--- config.mk ---
export PLATFORM = sky130hd
export DESIGN_NAME = sdma_slave
export DESIGN_NICKNAME = d
export VERILOG_FILES = /design/src/design/sdma_slave.v /design/src/design/sdma_sync.v
export VERILOG_INCLUDE_DIRS = /design/src /design/src/pkg
export SDC_FILE = /design/constraint.sdc
export NUM_CORES = 1
export LEC_CHECK = 0
export BUFFER_PORTS_ARGS = -buffer_cell sky130_fd_sc_hd__buf_2
export CORE_MARGIN = 2
export CORE_UTILIZATION = 53
export DETAILED_ROUTE_END_ITERATION = 8
export PLACE_DENSITY_LB_ADDON = 0.05
export SLEW_MARGIN = 20
export SYNTH_ARGS = -nofsm -noshare
export SYNTH_HDL_FRONTEND = slang
export SYNTH_SLANG_ARGS = --single-unit
--- constraint.sdc ---
create_clock -name mclk -period 3.2 [get_ports mclk]
set_clock_uncertainty 0.05 [all_clocks]
set_input_delay 0.32 -clock mclk [delete_from_list [all_inputs] [get_ports mclk]]
set_output_delay 0.32 -clock mclk [all_outputs]
set_load 0.03 [all_outputs]
--- src/pkg/sdma_defs.vh ---
// sdma_defs.vh: constants for the serial debug memory access slave
// assumes inclusion by the design files only; definitions only
`ifndef SDMA_DEFS_VH
`define SDMA_DEFS_VH

`define SDMA_CMD_W        8
`define SDMA_ADDR_W       16
`define SDMA_DATA_W       16
`define SDMA_CMD_WRITE    8'h02
`define SDMA_CMD_READ     8'h03
`define SDMA_CNT_W        5
`define SDMA_CMD_LAST     5'h07
`define SDMA_WORD_LAST    5'h0f
`define SDMA_RST_CLKS     2'h2

`endif
--- src/design/sdma_slave.v ---
// sdma_slave.v: serial debug slave giving an external master word access to memory
// assumes mclk at 50 MHz, a link clock well below it, and a memory port that takes
// a one-cycle read or write strobe and returns read data on the next cycle
//
// Functional notes
// - after select falls, eight bits form the command field
// - next sixteen bits form the word address
// - then sixteen-bit data words move in for writes, out for reads
// - serial input sampled on each link clock rising edge
// - serial output changes on link clock falling edge
// - each further sixteen clocks moves one more word, address auto-increments
// - write command 00000010 stores next sixteen input bits at address
// - each further write word stores at incremented address until deselect
// - read command 00000011 returns check word then addressed word
// - check word is command in upper byte, address high byte lower
// - read continues with next consecutive word every sixteen clocks
// - deselected output driven: low while running, high while processor stopped
`timescale 1ns/1ps
`default_nettype none
`include "sdma_defs.vh"

module sdma_slave (
    input  wire        mclk,
    input  wire        rst_b,
    input  wire        link_clk,
    input  wire        link_sel_b,
    input  wire        link_sdi,
    output wire        link_sdo,
    output wire        link_sdo_oe,
    input  wire        cpu_stopped,
    output reg         mem_wr_q,
    output reg         mem_rd_q,
    output reg  [15:0] mem_addr_q,
    output reg  [15:0] mem_wdata_q,
    input  wire [15:0] mem_rdata
);

    // transaction phases
    localparam ST_IDLE = 3'h0;
    localparam ST_CMD  = 3'h1;
    localparam ST_ADDR = 3'h2;
    localparam ST_WR   = 3'h3;
    localparam ST_RD   = 3'h4;
    localparam ST_SKIP = 3'h5;

    reg        rs1_q;
    reg        rs2_q;
    wire       rst_i_b;
    wire       clk_s;
    wire       sel_s_b;
    wire       sdi_s;
    wire       cpu_s;
    reg        clk_d1_q;
    reg  [2:0] st_q;
    reg  [4:0] cnt_q;
    reg  [1:0] hi_cnt_q;
    reg        armed_q;
    reg  [7:0] cmd_q;
    reg [15:0] shin_q;
    reg [15:0] shout_q;
    reg        sdo_q;
    reg        first_q;
    wire       rise;
    wire       fall;
    wire [15:0] shin_nx;

    // reset release through two flops
    always @(posedge mclk or negedge rst_b) begin
        if (!rst_b) begin
            rs1_q <= 1'b0;
            rs2_q <= 1'b0;
        end else begin
            rs1_q <= 1'b1;
            rs2_q <= rs1_q;
        end
    end
    assign rst_i_b = rs2_q;

    // pins from outside the clock domain
    sdma_sync #(.RST_VAL(1'b0)) u_sync_clk (
        .clk   (mclk),
        .rst_b (rst_i_b),
        .d     (link_clk),
        .q     (clk_s)
    );
    sdma_sync #(.RST_VAL(1'b1)) u_sync_sel (
        .clk   (mclk),
        .rst_b (rst_i_b),
        .d     (link_sel_b),
        .q     (sel_s_b)
    );
    sdma_sync #(.RST_VAL(1'b0)) u_sync_sdi (
        .clk   (mclk),
        .rst_b (rst_i_b),
        .d     (link_sdi),
        .q     (sdi_s)
    );
    sdma_sync #(.RST_VAL(1'b0)) u_sync_cpu (
        .clk   (mclk),
        .rst_b (rst_i_b),
        .d     (cpu_stopped),
        .q     (cpu_s)
    );

    // link clock edge detection
    always @(posedge mclk or negedge rst_i_b) begin
        if (!rst_i_b) begin
            clk_d1_q <= 1'b0;
        end else begin
            clk_d1_q <= clk_s;
        end
    end
    assign rise = clk_s & ~clk_d1_q;
    assign fall = ~clk_s & clk_d1_q;

    assign shin_nx = {shin_q[14:0], sdi_s};

    // main sequencer
    always @(posedge mclk or negedge rst_i_b) begin
        if (!rst_i_b) begin
            st_q        <= ST_IDLE;
            cnt_q       <= 5'h00;
            hi_cnt_q    <= 2'h0;
            armed_q     <= 1'b0;
            cmd_q       <= 8'h00;
            shin_q      <= 16'h0000;
            mem_wr_q    <= 1'b0;
            mem_rd_q    <= 1'b0;
            mem_addr_q  <= 16'h0000;
            mem_wdata_q <= 16'h0000;
            first_q     <= 1'b0;
        end else begin
            mem_wr_q <= 1'b0;
            mem_rd_q <= 1'b0;
            if (sel_s_b) begin
                // count clocks while deselected to arm
                st_q  <= ST_IDLE;
                cnt_q <= 5'h00;
                first_q <= 1'b0;
                if (rise && hi_cnt_q != `SDMA_RST_CLKS) begin
                    hi_cnt_q <= hi_cnt_q + 2'h1;
                end
                if (hi_cnt_q == `SDMA_RST_CLKS) begin
                    armed_q <= 1'b1;
                end
            end else begin
                hi_cnt_q <= 2'h0;
                case (st_q)
                    ST_IDLE: begin
                        // entry only after a proper reset
                        st_q    <= armed_q ? ST_CMD : ST_SKIP;
                        armed_q <= 1'b0;
                    end
                    ST_CMD: begin
                        if (rise) begin
                            shin_q <= shin_nx;
                            cnt_q  <= cnt_q + 5'h01;
                            if (cnt_q == `SDMA_CMD_LAST) begin
                                cmd_q <= shin_nx[7:0];
                                cnt_q <= 5'h00;
                                st_q  <= ST_ADDR;
                            end
                        end
                    end
                    ST_ADDR: begin
                        if (rise) begin
                            shin_q <= shin_nx;
                            cnt_q  <= cnt_q + 5'h01;
                            if (cnt_q == `SDMA_WORD_LAST) begin
                                mem_addr_q <= shin_nx;
                                cnt_q      <= 5'h00;
                                if (cmd_q == `SDMA_CMD_WRITE) begin
                                    st_q <= ST_WR;
                                end else if (cmd_q == `SDMA_CMD_READ) begin
                                    // fetch first word during check word
                                    st_q     <= ST_RD;
                                    mem_rd_q <= 1'b1;
                                    first_q  <= 1'b1;
                                end else begin
                                    st_q <= ST_SKIP;
                                end
                            end
                        end
                    end
                    ST_WR: begin
                        if (rise) begin
                            shin_q <= shin_nx;
                            cnt_q  <= cnt_q + 5'h01;
                            if (cnt_q == `SDMA_WORD_LAST) begin
                                mem_wr_q    <= 1'b1;
                                mem_wdata_q <= shin_nx;
                                cnt_q       <= 5'h00;
                                first_q     <= 1'b1;
                            end
                        end
                        if (first_q && !mem_wr_q) begin
                            first_q <= 1'b0;
                        end
                        if (mem_wr_q) begin
                            mem_addr_q <= mem_addr_q + 16'h0001;
                        end
                    end
                    ST_RD: begin
                        if (rise) begin
                            cnt_q <= cnt_q + 5'h01;
                            if (cnt_q == `SDMA_WORD_LAST) begin
                                cnt_q <= 5'h00;
                                if (first_q) begin
                                    // check word done, first word already held
                                    first_q <= 1'b0;
                                end else begin
                                    mem_addr_q <= mem_addr_q + 16'h0001;
                                    mem_rd_q   <= 1'b1;
                                end
                            end
                        end
                    end
                    ST_SKIP: begin
                        st_q <= ST_SKIP;
                    end
                    default: begin
                        st_q <= ST_SKIP;
                    end
                endcase
            end
        end
    end

    // read data held one cycle after the strobe
    reg [15:0] rd_hold_q;
    reg        rd_ok_q;
    always @(posedge mclk or negedge rst_i_b) begin
        if (!rst_i_b) begin
            rd_hold_q <= 16'h0000;
            rd_ok_q   <= 1'b0;
        end else begin
            rd_ok_q <= mem_rd_q;
            if (rd_ok_q) begin
                rd_hold_q <= mem_rdata;
            end
        end
    end

    // output shifter, shifts only on link falling edges, output follows cpu_s while deselected
    always @(posedge mclk or negedge rst_i_b) begin
        if (!rst_i_b) begin
            shout_q <= 16'h0000;
            sdo_q   <= 1'b0;
        end else if (sel_s_b) begin
            sdo_q <= cpu_s;
        end else if (st_q == ST_RD && fall) begin
            // shift msb first on falling edge
            if (cnt_q == 5'h00 && first_q) begin
                // check word: command, then address high byte
                sdo_q   <= cmd_q[7];
                shout_q <= {cmd_q[6:0], mem_addr_q[15:8], 1'b0};
            end else if (cnt_q == 5'h00) begin
                sdo_q   <= rd_hold_q[15];
                shout_q <= {rd_hold_q[14:0], 1'b0};
            end else begin
                sdo_q   <= shout_q[15];
                shout_q <= {shout_q[14:0], 1'b0};
            end
        end else if (st_q == ST_ADDR && rise && cnt_q == `SDMA_WORD_LAST) begin
            // clear the shifter ahead of the check word
            shout_q <= 16'h0000;
        end
    end

    assign link_sdo    = sdo_q;
    assign link_sdo_oe = 1'b1;

endmodule // sdma_slave

`default_nettype wire

--- src/design/sdma_sync.v ---
// sdma_sync.v: two flip-flop synchroniser for one level
// assumes a single clock and an active-low async reset on that clock
`timescale 1ns/1ps
`default_nettype none

module sdma_sync #(
    parameter RST_VAL = 1'b0
) (
    input  wire clk,
    input  wire rst_b,
    input  wire d,
    output wire q
);

    reg s1_q;
    reg s2_q;

    // first stage feeds only the second
    always @(posedge clk or negedge rst_b) begin
        if (!rst_b) begin
            s1_q <= RST_VAL;
            s2_q <= RST_VAL;
        end else begin
            s1_q <= d;
            s2_q <= s1_q;
        end
    end

    assign q = s2_q;

endmodule // sdma_sync

`default_nettype wire

==> out/metrics.yaml, run 1 <==
first_iter_violations: 292
synth-seq-cells: 113
first_global_vias: 4100
placementRows: 37
place.detailed.hpwl_um: 8640
status: "finished, final reports clean"
post_cts_buffers: 0
synth_top_area_share: 0.507
setup_viol: 0
area_added_between_synthesis_and_finish_pct: 22.9
timing.slew.headroom: 0.452
powerDensity_nw_per_um2: 567
maxCapViolations: 0
critical_path.startpoint_type: "flip-flop"
max-clock-path-buffers: 2
mean_post_synth_cell_area_sq_um: 11.9
endpoint_kind: "flip-flop"
combinationalPowerShare: 0.051
fp.dieH_um: 106
initial_utilization: 0.537
placed_cells: 634
netlist_instances: 459
mostFrequentLayoutCells: "110 x sky130_fd_sc_hd__dfrtp_1, 58 x sky130_fd_sc_hd__mux2_2, 56 x sky130_fd_sc_hd__buf_2, 34 x sky130_fd_sc_hd__o21ai_0, 26 x sky130_fd_sc_hd__nand2_1"
synthArstFlopShare: 1.00
cpLargestDelayFamily: "compound AO/OA/AOI/OAI gates"
ios: 58
antenna_cells_inserted: 0
dpl_cell_area_sq_um: 5870
final_common_cell: "sky130_fd_sc_hd__dfrtp_1"
crit_required_ns: 3.55
cts.root.buffer_cell: "sky130_fd_sc_hd__clkbuf_8"
cts.reportedPaths.clkPinSlew_ns: 0.06
post-layout-total-power_mw: 3.82
post-route-cell-area_sq_um: 6730
design.core.area_sq_um: 10200
cellLeakagePower_nw: 3.14
switching_share: 0.228
sequentialPowerShare: 0.404
pwr-share-clk: 0.545
design.die.area_sq_um: 11200
wl_per_cell_um: 19.0
crit_path_top_delay_cell: "sky130_fd_sc_hd__dfrtp_1"
yosys.cell_types.count: 68
crit_arrival_ns: 2.87
buffer_ports.inserted: 56
timing.critical_path.cells: "ha_1 -> and3_1 -> ha_1 -> nand4bb_1 -> a21o_1 -> a21oi_1 -> buf_4 -> a311o_1"
synth_warnings: 0
grt_first_pass_wirelength_um: 21600
gp_congestion: 0.911
nNetsFinal: 566
final_core_util: 0.661
unrepaired_setup_endpoints_after_global_routing: "no"
grt.overflow.total: 0
min-delay-path-class: "primary input to asynchronous set/reset pin"
clock_tree_from_tritoncts: "yes"
grt_use_total: 0.252
irDropWorstVdd_uv: 468
fin_cells: 687
layout_min_cycle_time_ns: 2.52
clock_latency_ns: 0.52
tightest_slew_ns: 0.819
internal-power_mw: 2.95
fmax_mhz: 398
setup.worst_path.class: "flip-flop to flip-flop"
synth_top_cell_by_area: "sky130_fd_sc_hd__dfrtp_1"
critical_path.max_fanout: 16
clock_tree.htree_level_count: 4
routed_wl_um: 13100
netlist_area_sq_um: 5470
die_width_um: 106
antenna_found_initial: 0
synth_sequential_area_ratio: 0.517
synth-main-ff-cell: "sky130_fd_sc_hd__dfrtp_1"
ant_nets: 0
post_route_cells_drive_above_1_share: 0.321
synth_enable_flop_cells: 0
detailroute.via_count: 4108
clkSinkCount: 113
synth_top_cells_by_area: "sky130_fd_sc_hd__dfrtp_1 51%, sky130_fd_sc_hd__mux2_2 12%, sky130_fd_sc_hd__o21ai_0 3.1%"
finalHoldViolations: 0
cts_inserted_buffers: 17
fin_setup_tns_ns: 0
power.net_switching_mw: 0.870
cp.buffers_inverters: 1
final-max-slew-violation-count: 0
grt_max_degree: 62
post-route-drc-count: 0
drt-pass1-iter-count: 6
critPathMostFrequentCell: "sky130_fd_sc_hd__ha_1"
viasPerCell: 5.98
final_min_period_over_clock_period: 0.786
peak_per_stage_delay_on_the_critical_path_ns: 0.41
-- logic make-up (layout without fill, tap and decap cells) --
logic type	count (synthesis)	in the layout	synth area share
compound gates	119	119	0.174
flops	113	113	0.517
simple gates	105	105	0.110
mux	74	74	0.149
buf+inv	40	131	0.0345
fa+ha+maj	6	6	0.0137
other cells	1	2	0.000685
xor+xnor	1	1	0.00160
-- cell usage after synthesis, drive strengths merged (3+ instances only) --
cell type and count:
a2111oi 3, a211oi 4, a21boi 3, a21oi 5, a221oi 9, a2bb2oi 11, and3 7, and4 3
buf 14, clkbuf 13, dfrtp 111, ha 6, inv 13, mux2 58, mux2i 16, nand2 26
nand2b 3, nand3 13, nand3b 4, nand4 5, nor2 14, nor3 6, nor3b 4, o211ai 4
o21ai 34, o22ai 10, o2bb2ai 18, or3 4
-- through the flow --
| step | hold slack (ns) | setup WS, ns |
|---|---|---|
| 2_1_floorplan | -0.0256 | 0.918 |
| 3_3_place_gp | 0.0547 | 0.766 |
| 3_5_place_dp | 0.0556 | 0.729 |
| 4_1_cts | 0.0333 | 0.712 |
| 5_1_grt | 0.0568 | 0.543 |
| 6_report | 0.0637 | 0.685 |
-- cell type report --
cell class	instances	area, sq um
clock inverter	14	224
inverter	13	48.8
fill	808	3460
multi-input combinational	307	2460
timing repair buffer	86	558
clock buffer	18	428
sequential	113	2830
tap	136	170
-- sequential cells by signal, indices dropped and copies added (netlist names), 2 cells and up --
| signal | cells |
|---|---|
| cnt_q | 5 |
| st_q | 3 |
| shout_q | 15 |
| shin_q | 15 |
| hi_cnt_q | 2 |
| cmd_q | 8 |
| rd_hold_q | 16 |
| mem_addr_q | 16 |
| mem_wdata_q | 16 |
-- worst paths after layout --
path | cells after the start | from | slack [ns] | endpoint
hold reg to reg | 0 | u_sync_clk.s1_q | 0.30 | u_sync_clk.q
setup / recovery | 8 | cnt_q[0] | 0.68 | mem_addr_q[0]
max in group asynchronous | 1 | rs2_q | 1.83 | u_sync_sel.s1_q
min in group mclk | 0 | u_sync_clk.s1_q | 0.30 | u_sync_clk.q
hold / removal | 2 | rst_b | 0.06 | rs2_q
setup reg to reg | 8 | cnt_q[0] | 0.68 | mem_addr_q[0]
-- worst register-to-register path: cells and delay by family (launching register included) --
family | cells | cell delay [ns]
fa+ha+maj | 2 | 0.51
flops | 1 | 0.41
simple gates | 2 | 0.45
buf+inv | 1 | 0.23
compound gates | 3 | 0.75
-- routing by layer --
| metal | vias to the layer above | wire length, um | track usage |
|---|---|---|---|
| met5 | - | 0 | 0 |
| met4 | 0 | 249 | 0.0968 |
| met2 | 126 | 6270 | 0.387 |
| met1 | 2063 | 5920 | 0.348 |
| li1 | 1899 | - | - |
| met3 | 20 | 641 | 0.0594 |
-- timing repair --
item                                    CTS  global route
endpoints found under the hold margin    22             0
hold buffers                             21             0
endpoints found under the setup margin    0             0
resized for setup                         0             0
-- power by group through the flow --
| stage | clock network (mW) | logic (mW) | registers, mW |
|---|---|---|---|
| after floorplan | 0 | 0.130 | 1.55 |
| after global placement | 0 | 0.168 | 1.57 |
| after detailed placement | 0 | 0.174 | 1.57 |
| after CTS | 2.11 | 0.195 | 1.54 |
| after global routing | 2.18 | 0.215 | 1.55 |
| final | 2.08 | 0.194 | 1.54 |
(Power assumes the default switching activity.)
==> run 2: changes to the inputs <==
- ABC_AREA: default -> 1
- clock period: 3.2 -> 2.2 ns (I/O delays scaled with it)
==> run 2 against run 1 <==
Register-to-register slack got worse by 0.57 ns. Sequential share of layout area decreased by 0.12 points. Hold slack improved by 0.18 ns. Critical endpoint is now mem_addr_q[1]. Largest cell class unchanged. Highest routed layer unchanged.
==> out/metrics.yaml, run 2 <==
critical_path.startpoint_type: "flip-flop"
drt-pass1-iter-count: 5
hold_slack_ns: 0.241
finalHoldViolations: 0
met3_usage: 0.0636
placementRows: 36
grt_use_total: 0.258
endpoint_kind: "flip-flop"
antenna_found_initial: 0
tightest_slew_ns: 0.671
met1_usage: 0.350
status: "finished, final reports clean"
antenna_cells_inserted: 0
final_common_cell: "sky130_fd_sc_hd__nand2_1"
clock_latency_ns: 0.52
wl_per_cell_um: 15.1
final_min_period_over_clock_period: 0.947
post_route_cells_drive_above_1_share: 0.195
design.core.area_sq_um: 9820
first_global_vias: 4506
yosys.cell_types.count: 35
netlist_instances: 643
worst_slack_ns: 0.116
fin_setup_tns_ns: 0
timing.slew.headroom: 0.552
yosys-top-cells-count: "209 x sky130_fd_sc_hd__nand2_1, 111 x sky130_fd_sc_hd__dfrtp_1, 60 x sky130_fd_sc_hd__o21ai_0"
synth_top_area_share: 0.518
routed_wl_um: 13400
fin_cells: 883
grt_util_met2: 0.400
place.detailed.hpwl_um: 9160
initial_utilization: 0.547
area_added_between_synthesis_and_finish_pct: 25.7
clock_tree_from_tritoncts: "yes"
worstRegToRegCells: 12
mean_post_synth_cell_area_sq_um: 8.35
post-route-drc-count: 0
setup.worst_path.class: "flip-flop to flip-flop"
synthArstFlopShare: 1.00
viasPerCell: 5.21
fp.dieH_um: 105
dpl_worst_slack_ns: 0.0838
unrepaired_setup_endpoints_after_global_routing: "yes"
placed_cells: 825
die_width_um: 105
synth-seq-cells: 113
critical_path.max_fanout: 12
crit_arrival_ns: 2.49
largest_registers: "mem_addr_q: 16 flops, mem_wdata_q: 16 flops, rd_hold_q: 16 flops"
ios: 58
mostFrequentLayoutCells: "208 x sky130_fd_sc_hd__nand2_1, 110 x sky130_fd_sc_hd__dfrtp_1, 60 x sky130_fd_sc_hd__o21ai_0, 57 x sky130_fd_sc_hd__inv_1, 56 x sky130_fd_sc_hd__buf_2"
synth_warnings: 0
cts_inserted_buffers: 17
netlist_area_sq_um: 5370
post-route-cell-area_sq_um: 6750
fmax_mhz: 480
crit_required_ns: 2.60
grt_max_degree: 42
synth_most_common_cell: "sky130_fd_sc_hd__nand2_1"
grt_first_pass_wirelength_um: 22100
powerDensity_nw_per_um2: 1080
synth_top_cells_by_area: "sky130_fd_sc_hd__dfrtp_1 52%, sky130_fd_sc_hd__nand2_1 15%, sky130_fd_sc_hd__o21ai_0 5.6%"
setup_viol: 0
max-clock-path-buffers: 2
first_iter_violations: 319
final-max-slew-violation-count: 0
maxCapViolations: 0
grt.overflow.total: 0
min-delay-path-class: "flip-flop to asynchronous set/reset pin"
cts.reportedPaths.clkPinSlew_ns: 0.06
irDropWorstVdd_uv: 714
ant_nets: 0
synth_enable_flop_cells: 0
gp_congestion: 0.989
cellLeakagePower_nw: 3.26
design.die.area_sq_um: 10900
clock_tree.htree_level_count: 4
clkSinkCount: 113
nNetsFinal: 765
synth-main-ff-cell: "sky130_fd_sc_hd__dfrtp_1"
dpl_cell_area_sq_um: 5820
gr_peak_layer: "met2"
layout_min_cycle_time_ns: 2.08
cts.root.buffer_cell: "sky130_fd_sc_hd__clkbuf_8"
synth_sequential_area_ratio: 0.527
final_core_util: 0.687
detailroute.via_count: 4597
post-layout-total-power_mw: 7.29
buffer_ports.inserted: 56
synth_top_cell_by_area: "sky130_fd_sc_hd__dfrtp_1"
run 2: kinds of logic after synthesis:
logic type	count (synthesis)	share of synthesized area
compound gates	98	0.0996
xor+xnor	4	0.00653
other cells	1	0.000699
mux	15	0.0315
fa+ha+maj	6	0.0140
simple gates	321	0.254
flops	113	0.527
buf+inv	85	0.0667
run 2: layer usage:
layer | vias to the layer above | wire [um]
met5 | - | 0
met4 | 0 | 250
met3 | 22 | 722
met2 | 129 | 6320
met1 | 2164 | 6080
li1 | 2282 | -
run 2: report_power, final:
| part | total (mW) | internal, mW | leakage, nW | switching, mW |
|---|---|---|---|---|
| Combinational | 1.68 | 0.546 | 1.47 | 1.14 |
| Clock | 2.97 | 2.01 | 0.298 | 0.965 |
| Sequential | 2.63 | 2.38 | 1.50 | 0.255 |
run 2: final timing paths:
path | slack (ns) | from | to
worst max-delay path | 0.12 | cnt_q[0] | mem_addr_q[1]
worst min-delay path | 0.24 | rs2_q | shin_q[7]
worst max register to register | 0.12 | cnt_q[0] | mem_addr_q[1]
worst min register to register | 0.24 | rs2_q | shin_q[7]
max in group asynchronous | 1.18 | rs2_q | u_sync_sel.q
min in group mclk | 0.30 | rs1_q | rs2_q
run 2: what timing repair did:
| item | 4_1_cts | 5_1_grt |
|---|---|---|
| buffers inserted | 0 | 4 |
| endpoints found under the setup margin | 0 | 25 |
| resized for setup | 0 | 8 |
| hold buffers | 22 | 0 |
| hold endpoints to repair | 22 | 0 |
run 2: cell type report:
type,count,area (sq um)
clock buffers,19,442
clock inverters,13,209
fillers,809,3070
inverters,62,235
multi-input cells,446,2200
flip-flops and latches,113,2830
well taps,133,166
repair buffers,97,663
run 2: critical path, stage by stage, from the launching register on:
cell                      delay [ns]
sky130_fd_sc_hd__dfrtp_1        0.40
sky130_fd_sc_hd__ha_2           0.21
sky130_fd_sc_hd__nand2_1        0.08
sky130_fd_sc_hd__nor2_2         0.14
sky130_fd_sc_hd__ha_2           0.21
sky130_fd_sc_hd__nand2_2        0.10
sky130_fd_sc_hd__nand2_2        0.10
sky130_fd_sc_hd__nand3_2        0.09
sky130_fd_sc_hd__nor3_4         0.18
sky130_fd_sc_hd__buf_6          0.15
sky130_fd_sc_hd__buf_6          0.15
sky130_fd_sc_hd__nand2_1        0.07
sky130_fd_sc_hd__nand2_1        0.08
==> run 3: changes to the inputs <==
- ABC_AREA: 1 -> default
- PLACE_DENSITY: default -> 0.8
- PLACE_DENSITY_LB_ADDON: 0.05 -> default
==> run 3 against run 2 <==
Global-route usage increased by 0.58 points. Utilization shrank 0.30 points. Non-clock buffer count increased by 15. Hold slack better by 0.045 ns. Clock power down 5%. Critical path type unchanged.
==> out/metrics.yaml, run 3 (synthesized netlist as in run 1, its figures left out) <==
status: "finished, final reports clean"
crit_required_ns: 2.61
first_iter_violations: 319
setup.worst_path.class: "flip-flop to flip-flop"
max-clock-path-buffers: 2
nNetsFinal: 592
post-layout-total-power_mw: 5.37
grt_use_total: 0.263
tightest_slew_ns: 0.708
hold_path.startpoint: "link_clk"
crit_path_top_delay_cell: "sky130_fd_sc_hd__dfrtp_1"
cpLargestDelayFamily: "compound AO/OA/AOI/OAI gates"
powerDensity_nw_per_um2: 771
peak_per_stage_delay_on_the_critical_path_ns: 0.39
endpoint_kind: "flip-flop"
final_core_util: 0.684
area_added_between_synthesis_and_finish_pct: 27.3
first_global_vias: 4395
maxCapViolations: 0
clkSinkCount: 113
grt_max_degree: 112
post-route-drc-count: 0
fp.dieH_um: 106
fmax_mhz: 474
design.core.area_sq_um: 10200
detailroute.via_count: 4374
timing.slew.headroom: 0.528
ios: 58
final_min_period_over_clock_period: 0.959
wl_per_cell_um: 19.4
critical_path.max_fanout: 10
irDropWorstVdd_uv: 613
antenna_found_initial: 0
fill_cells: 756
post_route_cells_drive_above_1_share: 0.360
largest_registers: "mem_addr_q: 16 flops, mem_wdata_q: 16 flops, rd_hold_q: 16 flops"
place.detailed.hpwl_um: 8970
ant_nets: 0
startpoint_of_the_worst_slack_reg_to_reg_timing_path: "cnt_q[1]"
final-max-slew-violation-count: 0
setup_viol: 0
multiInputGateArea_sq_um: 2510
finalHoldViolations: 0
grt_first_pass_wirelength_um: 22700
critical_path.startpoint_type: "flip-flop"
antenna_cells_inserted: 0
mostFrequentLayoutCells: "110 x sky130_fd_sc_hd__dfrtp_1, 58 x sky130_fd_sc_hd__mux2_2, 56 x sky130_fd_sc_hd__buf_2, 34 x sky130_fd_sc_hd__o21ai_0, 31 x sky130_fd_sc_hd__buf_4"
final_common_cell: "sky130_fd_sc_hd__dfrtp_1"
drt-pass1-iter-count: 5
min-delay-path-class: "primary input to flip-flop"
cellLeakagePower_nw: 3.25
clock_tree.htree_level_count: 4
cp.buffers_inverters: 1
die_width_um: 106
viasPerCell: 6.13
placementRows: 37
cts_inserted_buffers: 17
critical_path.startpoint: "cnt_q[1]"
design.die.area_sq_um: 11200
cts.reportedPaths.clkPinSlew_ns: 0.06
clock_latency_ns: 0.52
layout_min_cycle_time_ns: 2.11
seq_area_sq_um: 2830
buffer_ports.inserted: 56
routed_wl_um: 13900
crit_arrival_ns: 2.52
initial_utilization: 0.537
grt.overflow.total: 0
gp_congestion: 0.942
timing.critical_path.cells: "ha_1 -> and3_4 -> ha_4 -> nand4bb_1 -> a21o_1 -> buf_4 -> a2111oi_2 -> a311o_1"
clock_tree_from_tritoncts: "yes"
cts.root.buffer_cell: "sky130_fd_sc_hd__clkbuf_8"
==> run 3: final timing paths <==
path                                   end  slack, ns  cells after the start
min reg2reg                   u_sync_cpu.q       0.30                      0
max in group asynchronous          st_q[0]       1.30                      1
max                          mem_addr_q[0]       0.09                      8
max reg2reg                  mem_addr_q[0]       0.09                      8
min in group asynchronous     rd_hold_q[9]       0.31                      1
min                        u_sync_clk.s1_q       0.29                      2
==> run 3: final cells by class <==
cell class	count	share of cell area
flip-flops and latches	113	0.407
multi-input cells	307	0.361
repair buffers	112	0.114
clock buffers	18	0.0600
clock inverters	14	0.0273
well taps	136	0.0244
inverters	13	0.00700
==> run 3: metrics by stage <==
stage / cells / setup TNS (ns) / hold slack, ns / setup WS (ns) / instance area, sq um
detailed placement: 658 / -0.00245 / -0.0433 / -0.00245 / 6080
CTS: 712 / 0 / 0.267 / 0.00850 / 6920
finish: 713 / 0 / 0.286 / 0.0911 / 6970
floorplan: 460 / 0 / -0.126 / 0.0216 / 5490
global route: 713 / -0.0281 / 0.287 / -0.0195 / 6970
global placement: 658 / 0 / -0.0451 / 0.0935 / 6080
==> run 3: power breakdown <==
group          total, mW  switching, mW  internal [mW]
Combinational      0.342          0.179          0.163
Sequential          2.21         0.0679           2.14
Clock               2.82          0.983           1.83
Total               5.37           1.23           4.14
==> run 3: timing repair <==
| action | in CTS | in global routing |
|---|---|---|
| setup endpoints to repair | 2 | 16 |
| hold buffers | 22 | 0 |
| buffers inserted | 0 | 1 |
| gates resized for setup | 3 | 6 |
| endpoints found under the hold margin | 22 | 0 |
==> run 3: routing by layer <==
layer	wire, um	GRT usage	share of wire
met5	0	0	0
met2	6910	0.415	0.50
met3	779	0.0618	0.056
met4	381	0.125	0.028
met1	5780	0.346	0.42
==> run 3: worst register-to-register path, cell delays in order, from the launching register on <==
cell and delay (ns):
sky130_fd_sc_hd__dfrtp_1 0.39, sky130_fd_sc_hd__ha_1 0.18, sky130_fd_sc_hd__and3_4 0.21, sky130_fd_sc_hd__ha_4 0.15, sky130_fd_sc_hd__nand4bb_1 0.14, sky130_fd_sc_hd__a21o_1 0.20, sky130_fd_sc_hd__buf_4 0.19, sky130_fd_sc_hd__a2111oi_2 0.37
sky130_fd_sc_hd__a311o_1 0.17
